[src/mode_status_consts.vh]
`ifndef MODE_STATUS_CONSTS_VH
`define MODE_STATUS_CONSTS_VH

// ----------------------------------------
// Serial bus
// ----------------------------------------
// 7-bit device address, 0x64 as write byte
`define DEV_ADDR7 7'h32

// ----------------------------------------
// Register offsets
// ----------------------------------------
`define OFS_MODE_AND_STATUS 8'h00
`define OFS_INTERRUPT_ENABLES 8'h01

// ----------------------------------------
// Mode and status field positions
// ----------------------------------------
`define BIT_OPERATING_MODE 7
`define BIT_BACKLIGHT_EN 6
`define BIT_DIM_EN 5
`define BIT_OVERVOLTAGE 4
`define BIT_LIGHT_COMPARE 3
`define BIT_GPIO_INPUT 2
`define BIT_KEY_RELEASE 1
`define BIT_KEY_PRESS 0

// ----------------------------------------
// Interrupt enable field positions
// ----------------------------------------
`define BIT_DUMMY_LOAD_EN 4
`define BIT_LIGHT_CMP_IEN 3
`define BIT_OVERVOLTAGE_IEN 2
`define BIT_KEY_RELEASE_IEN 1
`define BIT_KEY_PRESS_IEN 0

// ----------------------------------------
// Reset values
// ----------------------------------------
`define RST_MODE 3'h0
`define RST_FLAGS 5'h00
`define RST_ENABLES 5'h00

// ----------------------------------------
// Dummy load thresholds and law codes
// ----------------------------------------
`define LAW_LINEAR 2'h0
`define LAW_SQUARE 2'h1
`define LOAD_THRESH_LINEAR 7'h08
`define LOAD_THRESH_SQUARE 7'h20

// ----------------------------------------
// Timing
// ----------------------------------------
`define CLK_FREQ_MHZ 250
`define INT_GAP_TIME_US 50
`define INT_GAP_CYCLES (`INT_GAP_TIME_US * `CLK_FREQ_MHZ)

`endif

[src/mode_status_interrupt_ctrl_dummy_guard.v]
`timescale 1ns/1ps
`default_nettype none
`default_nettype wire

[src/mode_status_interrupt_ctrl.v]
// Contract
// - Clearing one flag while another is pending releases the line 50 us.
// - Mode bit 7 low is standby: only bus, GPIO, key scanning work.
// - Mode bit 7 high allows backlight, aux LED and light sensor.
// - Bit 6 enables the backlight driver.
// - A written dim bit holds dim level until software clears it.
// - Dim timer non-zero: expiry sets the dim bit by hardware.
// - Overvoltage sets status bit 4, cleared by writing one.
// - Light comparator trip sets bit 3, cleared by writing one.
// - GPIO event sets bit 2; clears only after GPIO status cleared.
// - Key release sets flag; clears only after both release stats clear.
// - Key press sets flag; clears only after both press stats clear.
// - Dummy load on below code 8 linear or 32 square when enabled.
// - Enable bit 3 gates the light compare flag onto the line.
// - Enable bits 2,1,0 gate overvoltage, release, press flags.
// - All registers reset to zero; unused bits read zero.
// - Registers reached over two-wire bus at write address 0x64.
`timescale 1ns/1ps
`default_nettype none
`include "mode_status_consts.vh"

module mode_status_interrupt_ctrl #(
  parameter integer INT_GAP_CYCLES = `INT_GAP_CYCLES
) (
  // Clock and reset
  input wire CLOCK_I,
  input wire NRST_I,
  // Two-wire serial bus
  input wire SCL_I,
  input wire SDA_I,
  output wire SDA_O,
  output wire SDA_OE_N_O,
  // Event pulses from the analog and keypad blocks
  input wire OVERVOLTAGE_EVT_I,
  input wire LIGHT_COMPARE_EVT_I,
  input wire GPIO_INPUT_EVT_I,
  input wire KEY_RELEASE_EVT_I,
  input wire KEY_PRESS_EVT_I,
  // Lower level status still pending (blocks clearing)
  input wire GPIO_STAT_PENDING_I,
  input wire KEY_RELEASE_PENDING_I,
  input wire KEY_PRESS_PENDING_I,
  // Dim timer and backlight code
  input wire [3:0] DIM_DELAY_TIMER_I,
  input wire DIM_TIMER_EXPIRE_I,
  input wire [6:0] BACKLIGHT_CODE_I,
  input wire [1:0] BACKLIGHT_LAW_I,
  // Function controls
  output reg OPERATING_MODE_O,
  output reg BACKLIGHT_DRIVE_ENABLE_O,
  output reg DIM_ACTIVE_O,
  output reg DUMMY_LOAD_O,
  // Interrupt line to the host
  output reg INT_N_O
);

  // ----------------------------------------
  // Helpers
  // ----------------------------------------
  // Sticky flag: a set in the same cycle as a clear wins
  function flag_update;
    input cur;
    input set;
    input clr;
    begin
      flag_update = set | (cur & ~clr);
    end
  endfunction

  // ----------------------------------------
  // Bus slave
  // ----------------------------------------
  wire [7:0] bus_addr;
  wire [7:0] bus_wdata;
  wire bus_wr;
  reg [7:0] bus_rdata;

  twowire_reg_slave slave_u (
    .clk_i(CLOCK_I),
    .nrst_i(NRST_I),
    .scl_i(SCL_I),
    .sda_i(SDA_I),
    .sda_oe_n_o(SDA_OE_N_O),
    .addr_o(bus_addr),
    .wdata_o(bus_wdata),
    .wr_o(bus_wr),
    .rdata_i(bus_rdata)
  );

  // Pin only ever pulled low
  assign SDA_O = 1'b0;

  // ----------------------------------------
  // Registers
  // ----------------------------------------
  reg [2:0] mode_reg; // operating mode, backlight enable, dim
  reg [4:0] flags_reg;
  reg [4:0] ien_reg;
  reg [15:0] gap_reg;

  wire wr_mode = bus_wr && (bus_addr == `OFS_MODE_AND_STATUS);
  wire wr_ien = bus_wr && (bus_addr == `OFS_INTERRUPT_ENABLES);

  // Clear strobes; clear-first dependencies hold the lower flags
  wire clr_ovp = wr_mode & bus_wdata[`BIT_OVERVOLTAGE];
  wire clr_cmp = wr_mode & bus_wdata[`BIT_LIGHT_COMPARE];
  wire clr_gpi = wr_mode & bus_wdata[`BIT_GPIO_INPUT] & ~GPIO_STAT_PENDING_I;
  wire clr_kr = wr_mode & bus_wdata[`BIT_KEY_RELEASE] & ~KEY_RELEASE_PENDING_I;
  wire clr_kp = wr_mode & bus_wdata[`BIT_KEY_PRESS] & ~KEY_PRESS_PENDING_I;

  // Hardware dim request only with a programmed timer
  wire dim_set = DIM_TIMER_EXPIRE_I & (DIM_DELAY_TIMER_I != 4'h0);

  reg [4:0] flags_next;
  reg [2:0] mode_next;

  // Next state of flags and mode bits
  always @* begin
    flags_next[`BIT_OVERVOLTAGE] = flag_update(flags_reg[`BIT_OVERVOLTAGE],
      OVERVOLTAGE_EVT_I, clr_ovp);
    flags_next[`BIT_LIGHT_COMPARE] = flag_update(flags_reg[`BIT_LIGHT_COMPARE],
      LIGHT_COMPARE_EVT_I, clr_cmp);
    flags_next[`BIT_GPIO_INPUT] = flag_update(flags_reg[`BIT_GPIO_INPUT],
      GPIO_INPUT_EVT_I, clr_gpi);
    flags_next[`BIT_KEY_RELEASE] = flag_update(flags_reg[`BIT_KEY_RELEASE],
      KEY_RELEASE_EVT_I, clr_kr);
    flags_next[`BIT_KEY_PRESS] = flag_update(flags_reg[`BIT_KEY_PRESS],
      KEY_PRESS_EVT_I, clr_kp);
    mode_next = mode_reg;
    if (wr_mode) begin
      mode_next = bus_wdata[7:5];
    end
    if (dim_set) begin
      mode_next[`BIT_DIM_EN - 5] = 1'b1;
    end
  end

  // Enabled sources; GPIO flag has no enable bit and always reaches the line
  function [4:0] gate_flags;
    input [4:0] f;
    input [4:0] e;
    begin
      gate_flags[`BIT_OVERVOLTAGE] = f[`BIT_OVERVOLTAGE] & e[`BIT_OVERVOLTAGE_IEN];
      gate_flags[`BIT_LIGHT_COMPARE] = f[`BIT_LIGHT_COMPARE] & e[`BIT_LIGHT_CMP_IEN];
      gate_flags[`BIT_GPIO_INPUT] = f[`BIT_GPIO_INPUT];
      gate_flags[`BIT_KEY_RELEASE] = f[`BIT_KEY_RELEASE] & e[`BIT_KEY_RELEASE_IEN];
      gate_flags[`BIT_KEY_PRESS] = f[`BIT_KEY_PRESS] & e[`BIT_KEY_PRESS_IEN];
    end
  endfunction

  wire [4:0] ien_next = wr_ien ? bus_wdata[4:0] : ien_reg;
  wire irq_pending_next = |gate_flags(flags_next, ien_next);
  // A software clear that actually dropped some flag
  wire flag_dropped = wr_mode & |(flags_reg & ~flags_next);

  // ----------------------------------------
  // Register and interrupt state
  // ----------------------------------------
  always @(posedge CLOCK_I or negedge NRST_I) begin
    if (!NRST_I) begin
      mode_reg <= `RST_MODE;
      flags_reg <= `RST_FLAGS;
      ien_reg <= `RST_ENABLES;
      gap_reg <= 16'h0000;
    end else begin
      mode_reg <= mode_next;
      flags_reg <= flags_next;
      ien_reg <= ien_next;
      // Gap restarts on each clear that leaves something pending
      if (flag_dropped && irq_pending_next) begin
        gap_reg <= INT_GAP_CYCLES[15:0];
      end else if (gap_reg != 16'h0000) begin
        gap_reg <= gap_reg - 16'h0001;
      end
    end
  end

  // ----------------------------------------
  // Outputs
  // ----------------------------------------
  // Registered so the line and controls never glitch
  always @(posedge CLOCK_I or negedge NRST_I) begin
    if (!NRST_I) begin
      OPERATING_MODE_O <= 1'b0;
      BACKLIGHT_DRIVE_ENABLE_O <= 1'b0;
      DIM_ACTIVE_O <= 1'b0;
      DUMMY_LOAD_O <= 1'b0;
      INT_N_O <= 1'b1;
    end else begin
      // Standby blocks every analog function
      OPERATING_MODE_O <= mode_reg[`BIT_OPERATING_MODE - 5];
      BACKLIGHT_DRIVE_ENABLE_O <= mode_reg[`BIT_OPERATING_MODE - 5] &
        mode_reg[`BIT_BACKLIGHT_EN - 5];
      DIM_ACTIVE_O <= mode_reg[`BIT_OPERATING_MODE - 5] &
        mode_reg[`BIT_BACKLIGHT_EN - 5] & mode_reg[`BIT_DIM_EN - 5];
      // Cubic laws have no threshold and never load
      DUMMY_LOAD_O <= ien_reg[`BIT_DUMMY_LOAD_EN] & mode_reg[`BIT_OPERATING_MODE - 5] &
        (((BACKLIGHT_LAW_I == `LAW_LINEAR) && (BACKLIGHT_CODE_I < `LOAD_THRESH_LINEAR)) ||
        ((BACKLIGHT_LAW_I == `LAW_SQUARE) && (BACKLIGHT_CODE_I < `LOAD_THRESH_SQUARE)));
      INT_N_O <= ~(irq_pending_next & ~(flag_dropped | (gap_reg > 16'h0001)));
    end
  end

  // Read data; unmapped addresses and unused bits read zero
  always @* begin
    case (bus_addr)
      `OFS_MODE_AND_STATUS: bus_rdata = {mode_reg, flags_reg};
      `OFS_INTERRUPT_ENABLES: bus_rdata = {3'h0, ien_reg};
      default: bus_rdata = 8'h00;
    endcase
  end

endmodule
`default_nettype wire

[src/twowire_reg_slave.v]
`timescale 1ns/1ps
`default_nettype none
`include "mode_status_consts.vh"

module twowire_reg_slave (
  // Clock and reset
  input wire clk_i,
  input wire nrst_i,
  // Serial pins
  input wire scl_i,
  input wire sda_i,
  output wire sda_oe_n_o,
  // Register side
  output reg [7:0] addr_o,
  output reg [7:0] wdata_o,
  output reg wr_o,
  input wire [7:0] rdata_i
);

  // ----------------------------------------
  // States
  // ----------------------------------------
  localparam [4:0] S_IDLE = 5'h01;
  localparam [4:0] S_DEV = 5'h02;
  localparam [4:0] S_REG = 5'h04;
  localparam [4:0] S_WR = 5'h08;
  localparam [4:0] S_RD = 5'h10;

  reg [4:0] state_reg;
  reg scl_reg;
  reg sda_reg;
  reg [7:0] shift_reg;
  reg [3:0] bit_reg;
  reg ack_reg;
  reg rw_reg;
  reg drive_low_reg;

  wire scl_rise = scl_i & ~scl_reg;
  wire scl_fall = ~scl_i & scl_reg;
  wire start_cond = scl_i & scl_reg & sda_reg & ~sda_i;
  wire stop_cond = scl_i & scl_reg & ~sda_reg & sda_i;

  // Open drain: only ever pulls low
  assign sda_oe_n_o = ~drive_low_reg;

  // ----------------------------------------
  // Byte engine
  // ----------------------------------------
  // Pins are synchronous, so one stage of history suffices for edges
  always @(posedge clk_i or negedge nrst_i) begin
    if (!nrst_i) begin
      state_reg <= S_IDLE;
      scl_reg <= 1'b1;
      sda_reg <= 1'b1;
      shift_reg <= 8'h00;
      bit_reg <= 4'h0;
      ack_reg <= 1'b0;
      rw_reg <= 1'b0;
      drive_low_reg <= 1'b0;
      addr_o <= 8'h00;
      wdata_o <= 8'h00;
      wr_o <= 1'b0;
    end else begin
      scl_reg <= scl_i;
      sda_reg <= sda_i;
      wr_o <= 1'b0;
      if (start_cond) begin
        state_reg <= S_DEV;
        bit_reg <= 4'h0;
        ack_reg <= 1'b0;
        drive_low_reg <= 1'b0;
      end else if (stop_cond) begin
        state_reg <= S_IDLE;
        ack_reg <= 1'b0;
        drive_low_reg <= 1'b0;
      end else if (scl_rise) begin
        if (state_reg == S_RD) begin
          bit_reg <= bit_reg + 4'h1;
          // Master NACK ends the read
          if (bit_reg == 4'h8 && sda_i) begin
            state_reg <= S_IDLE;
          end
        end else if (!ack_reg && bit_reg != 4'h8 && state_reg != S_IDLE) begin
          shift_reg <= {shift_reg[6:0], sda_i};
          bit_reg <= bit_reg + 4'h1;
        end
      end else if (scl_fall) begin
        case (state_reg)
          S_DEV: begin
            if (ack_reg) begin
              ack_reg <= 1'b0;
              bit_reg <= 4'h0;
              if (rw_reg) begin
                state_reg <= S_RD;
                shift_reg <= rdata_i;
                drive_low_reg <= ~rdata_i[7];
              end else begin
                state_reg <= S_REG;
                drive_low_reg <= 1'b0;
              end
            end else if (bit_reg == 4'h8) begin
              if (shift_reg[7:1] == `DEV_ADDR7) begin
                ack_reg <= 1'b1;
                drive_low_reg <= 1'b1;
                rw_reg <= shift_reg[0];
              end else begin
                state_reg <= S_IDLE;
              end
            end
          end
          S_REG, S_WR: begin
            if (ack_reg) begin
              ack_reg <= 1'b0;
              drive_low_reg <= 1'b0;
              bit_reg <= 4'h0;
              state_reg <= S_WR;
            end else if (bit_reg == 4'h8) begin
              ack_reg <= 1'b1;
              drive_low_reg <= 1'b1;
              if (state_reg == S_REG) begin
                addr_o <= shift_reg;
              end else begin
                wdata_o <= shift_reg;
                wr_o <= 1'b1;
              end
            end
          end
          S_RD: begin
            if (bit_reg == 4'h9) begin
              // Master acked: send the same register again
              shift_reg <= rdata_i;
              drive_low_reg <= ~rdata_i[7];
              bit_reg <= 4'h0;
            end else if (bit_reg == 4'h8) begin
              drive_low_reg <= 1'b0;
            end else begin
              shift_reg <= {shift_reg[6:0], 1'b0};
              drive_low_reg <= ~shift_reg[6];
            end
          end
          default: begin
            drive_low_reg <= 1'b0;
          end
        endcase
      end
    end
  end

endmodule
`default_nettype wire

[config.mk]
export PLATFORM = sky130hd
export DESIGN_NAME = mode_status_interrupt_ctrl
export DESIGN_NICKNAME = d
export VERILOG_FILES = /design/src/mode_status_interrupt_ctrl_dummy_guard.v /design/src/mode_status_interrupt_ctrl.v /design/src/twowire_reg_slave.v
export VERILOG_INCLUDE_DIRS = /design/src
export SDC_FILE = /design/constraint.sdc
export NUM_CORES = 1
export LEC_CHECK = 0
export BUFFER_PORTS_ARGS = -buffer_cell sky130_fd_sc_hd__buf_2
export CAP_MARGIN = 15
export CORE_MARGIN = 5
export CORE_UTILIZATION = 35
export DETAILED_ROUTE_END_ITERATION = 12
export GPL_TIMING_DRIVEN = 0
export PLACE_DENSITY = 0.54
export SLEW_MARGIN = 15
export SYNTH_ARGS = -nofsm -noshare
export SYNTH_HDL_FRONTEND = slang
export SYNTH_SLANG_ARGS = --single-unit
[constraint.sdc]
create_clock -name CLOCK_I -period 5.22 [get_ports CLOCK_I]
set_input_delay 0.783 -clock CLOCK_I [delete_from_list [all_inputs] [get_ports CLOCK_I]]
set_output_delay 0.783 -clock CLOCK_I [all_outputs]
set_load 0.01 [all_outputs]
* Yosys cells after proc, flatten, opt, wreduce, memory -nomap -nowiden
Cells that the tools add are included.
** Word-level totals
- Bits of input ports :: 26
- Output and inout bits :: 7
- Word-level logic and storage cells :: 220
- Bits in registers :: 73
** Operators by class
- Reductions and logical operators :: 36
- Multiplexer cells :: 67
- $add $sub $neg :: 2
- Equal/unequal tests :: 29
- Order comparisons :: 3
- Bitwise gates (word level) :: 61
** Operator list (number)
- two-way mux 8 bit :: 8
- two-way mux 5 bit :: 11
- two-way mux 4 bit :: 9
- two-way mux 16 bit :: 2
- case mux 8 bit (2 select lines) :: 2
- AND 1 bit :: 31
- two-way mux 1 bit :: 31
- inequality test 5 x 1 -> 1 bit, second input constant :: 5
- AND reduction 8 bit :: 3
- inverter 1 bit :: 22
- inequality test 4 bit, second input constant :: 5
- greater-than comparator 16 x 1 -> 1 bit, second input constant :: 1
- nonzero test 16 bit :: 1
- nonzero test 4 bit :: 4
- subtractor 16 x 1 -> 16 bit, second input constant :: 1
- case mux 5 bit (2 select lines) :: 1
- OR reduction 5 bit :: 2
- AND reduction 9 bit :: 1
- nonzero test 3 bit :: 3
- equality test 4 bit, second input constant :: 2
- equality test 8 x 1 -> 1 bit, second input constant :: 1
- logical AND 1 bit :: 8
- zero test 8 bit :: 1
- case mux 4 bit (2 select lines) :: 1
- other kinds (33) :: 42

* Longest topological paths before layout
- Depth in word-level cells :: 15
- Gate-level depth with buffers :: 9
- Mapped depth without buffers :: 8

* Cells and area by module
A second synthesis with hierarchy kept.
** Second synthesis, totals
- Cell total of the unflattened synthesis :: 381
- Area total of the unflattened synthesis :: 4043.9 um^2
** By module, submodules not included
- twowire_reg_slave :: times used 1, area an instance 2214.6 um^2, cells each 202
- mode_status_interrupt_ctrl :: times used 1, area an instance 1829.3 um^2, cells each 179

* Worst setup path before layout
OpenSTA, ideal clock, no wires.
- Path kind :: input -> register
- From :: input SDA_I
- To :: register slave_u.wdata_o[0]
- Path buffers :: 2
- Required time :: 5.095 ns
- Cell stages on the path :: 8
- Library setup time :: 0.125 ns
- Data arrival time :: 2.472 ns
- Slack :: 2.624 ns
- Cells stage by stage :: buf_2 > xor2_1 > and2_1 > clkbuf_1 > or4b_4 > nor2_4 > nand3b_4 > mux2_2
** On the way
- Word-level cells in the longest chain between the ends :: 4
** RTL lines
- start: declaration :: RTL line mode_status_interrupt_ctrl.v:30 : input wire SDA_I,
- inverter 1 bit :: RTL line twowire_reg_slave.v:40 : wire start_cond = scl_i & scl_reg & sda_reg & ~sda_i;
- AND 1 bit :: RTL line twowire_reg_slave.v:40
- inverter 1 bit (no line)
- AND reduction 8 bit (no line) *
- end signal: assignment :: RTL line twowire_reg_slave.v:123 : wdata_o <= shift_reg;
- end: declaration :: RTL line twowire_reg_slave.v:15 : output reg [7:0] wdata_o,
Mark *: on every way between the ends. The rest lies on a longest branch, timed or not.
A chain may end at the register's enable or synchronous reset.

* Worst setup path in the final report
- From :: input SCL_I
- To :: register slave_u.wdata_o[1]
** On the way
- Word-level cells in the longest chain between the ends :: 5
** RTL lines
- start: declaration :: RTL line mode_status_interrupt_ctrl.v:29 : input wire SCL_I,
- AND 1 bit :: RTL line twowire_reg_slave.v:40, twowire_reg_slave.v:41
- AND 1 bit (on tied branches) (2 in series) :: RTL line twowire_reg_slave.v:40, twowire_reg_slave.v:41
- inverter 1 bit (no line)
- AND reduction 8 bit (no line) *
Marked as above.

==> out/metrics.yaml <==
status:
  status: "finished, final reports clean"
critical_path:
  cp_slowest_cell: "or4b_4"
  timing.rr.end: "slave_u.wdata_o[1]"
  slowest_delay_ns: 0.52
  r2r_start: "slave_u.scl_reg"
  r2r_setup_slack_ns: 2.64
  r2r_cells: 8
  arrival_ns: 2.80
  cp.required_ns: 5.45
  start_kind: "input pin"
  cp_cell_sequence: "buf_2 > ha_1 > nor2b_1 > nand2_1 > or4b_4 > nor2_4 > nand3b_4 > mux2_2"
  cp-end-kind: "flip-flop"
  startpoint: "SCL_I"
  critPathKind: "in -> reg"
  worst-path-max-fanout: 9
finish:
  multi_input_area_um2: 1880
  n_fill_cell: 1067
  largest_reg_flops: 16
  finalNetCount: 438
  area_growth_pct: 15.4
  final_common_cell: "dfrtp_1"
  drive_above_1_share: 0.227
  regArea_um2: 1830
  final_cell_mix: "dfrtp_1 (69), nand2_1 (36), buf_2 (30)"
  diodes: 0
global_route:
  overflow: 0
  antenna_found_initial: 0
  grt_use_total: 0.132
  grt_first_pass_wirelength_um: 14100
  grt_pass1_vias: 2946
  grt_max_degree: 58
floorplanning:
  die_h_um: 115
  num_rows: 38
  core_area_um2: 10800
  dieWidth_um: 115
  io_pins: 33
  fp.dieArea_um2: 13100
  start_util: 0.354
clock_tree:
  cts-root-buf: "clkbuf_8"
  cts_tree: "yes"
  cts_buffer_depth: 2
  clk_latency_ns: 0.35
  cts.sinks: 73
  htree_levels: 3
  cts_setup_buffers: 0
  cts-resized-gates: 0
  cts.clk_slew.worst_paths_ns: 0.09
  cts-hold-fix-buffers: 0
  cts_buffers: 9
power_and_ir_drop:
  p_total_uw: 1350
  pwr-share-seq: 0.494
  clkPwrFrac: 0.406
  peakVddDrop_v: 0.000127
  switching_share: 0.260
  intPower_uw: 996
  leakage_uw: 0.00194
  power_density_nw_per_um2: 305
  p_comb_frac: 0.099
  p_sw_uw: 351
synthesis:
  syn_area_per_cell_um2: 10.5
  synth_edf_count: 0
  yosys_warnings: 0
  netlist_area_um2: 3820
  yosysSeqAreaShare: 0.479
  syn-instance-count: 364
  synth_cell_type_count: 64
  async_reset_ff_frac: 1.00
  ys_ff_latch: 73
  syn-num-nets: 398
  ys.flop_type: "dfrtp_1"
sta:
  hold_viol_final: 0
  holdWs_ns: 0.287
  fin_crit_ns: 2.58
  fmax_mhz: 388
  finalSetupViolCount: 0
  relSlewSlack: 0.496
  fin_crit_sh: 0.494
  drv_slew: 0
  skew_ns: 0.0169
  rsz0062_at_grt: "false"
  max_slew.worst_pin.slew_ns: 0.751
  tns_ns: 0
drt:
  wl_met1_um: 3740
  wire_per_inst_um: 14.6
  wirelength_um: 8030
  via_count: 2853
  met2RoutedLength_um: 3940
  drt.antenna.violating_nets: 0
  topRoutingLayerUsed: "met4"
  drc: 0
  dr.pass1.iters: 4
  wl_met3_um: 257
  vias_per_cell: 5.20
  initialDrtViolationCount: 119
flow_run:
  cap_violations: 0
min_path:
  hold_class: "in -> async"
placed_design:
  numPortBuffers: 28
  gp_congestion: 0.794
  hpwl_um: 5840
through the flow:
| stage | util | worst slack [ns] | std cells | area, um2 |
|---|---|---|---|---|
| after global routing | 0.409 | 2.50 | 549 | 4410 |
| after CTS | 0.409 | 2.65 | 549 | 4410 |
| after global placement | 0.384 | 2.28 | 532 | 4140 |
| after detailed placement | 0.386 | 2.29 | 533 | 4170 |
| final | 0.409 | 2.64 | 549 | 4410 |
| after floorplan | - | 2.62 | 364 | 3820 |
synth_stat cells (3+ instances only):
library cell	n	share of area
nand3b_1	4	0.0079
a21o_1	3	0.0059
o41ai_1	4	0.0092
inv_1	18	0.018
xor2_1	6	0.014
nor3_1	14	0.018
ha_1	8	0.026
o21ai_0	10	0.013
o31ai_1	6	0.012
nand2b_1	5	0.0082
nand4b_1	3	0.0069
nand2_1	36	0.035
buf_2	3	0.0039
a31oi_1	6	0.0098
dfstp_2	4	0.027
nand3_1	12	0.016
a211oi_1	3	0.0059
dfrtp_1	69	0.45
a211o_1	3	0.0069
a21oi_1	8	0.010
nor2_1	29	0.028
xnor2_1	8	0.018
o22ai_1	5	0.0082
nor2b_1	3	0.0049
mux2i_1	8	0.021
or3_1	4	0.0065
clkbuf_1	4	0.0039
mux2_2	27	0.079
layout make-up:
cell class | instances | area share
repair buffers | 29 | 0.0385
plain buffers | 9 | 0.00935
clock inverters | 6 | 0.0264
flip-flops and latches | 73 | 0.415
clock buffers | 10 | 0.0289
inverters | 18 | 0.0153
well taps | 140 | 0.0397
multi-input cells | 264 | 0.427
layer usage:
layer / up-vias / GRT usage
li1: 1390 / -
met1: 1412 / 0.173
met2: 43 / 0.221
met3: 8 / 0.0206
met4: 0 / 0.0451
met5: - / 0
power by group through the flow:
stage | registers [uW] | logic [uW] | clock network, uW
after CTS | 666 | 137 | 560
after detailed placement | 677 | 136 | 0
after floorplan | 654 | 94.3 | 0
after global placement | 676 | 130 | 0
after global routing | 673 | 157 | 583
final | 666 | 134 | 547
cell families (layout without fill, tap and decap cells):
kind of cell               after synthesis  after routing  synth area share
and+or+nand+nor                        137            137             0.203
xor gates and xnor gates                14             14            0.0321
adders and majority gates                8              8            0.0262
buffers and inverters                   27             72            0.0285
DFF                                     73             73             0.479
AOI/OAI and AO/OA                       68             68             0.126
other                                    1              1          0.000980
muxes                                   36             36             0.104
critical path, delay by kind of cell:
| kind | cells | cell delay, ns |
|---|---|---|
| simple gates | 5 | 1.29 |
| fa+ha+maj | 1 | 0.28 |
| buf+inv | 1 | 0.12 |
| mux | 1 | 0.32 |
how the worst max path moves through the flow:
stage | to | slack, ns | cells past startpoint
after floorplan | slave_u.wdata_o[0] | 2.62 | 8
after global placement | slave_u.wdata_o[2] | 2.28 | 8
after detailed placement | slave_u.wdata_o[3] | 2.29 | 9
after CTS | slave_u.wdata_o[1] | 2.65 | 8
after global routing | slave_u.addr_o[2] | 2.50 | 8
final | slave_u.wdata_o[1] | 2.64 | 8
Note: power is estimated with default switching activity, not from simulation.
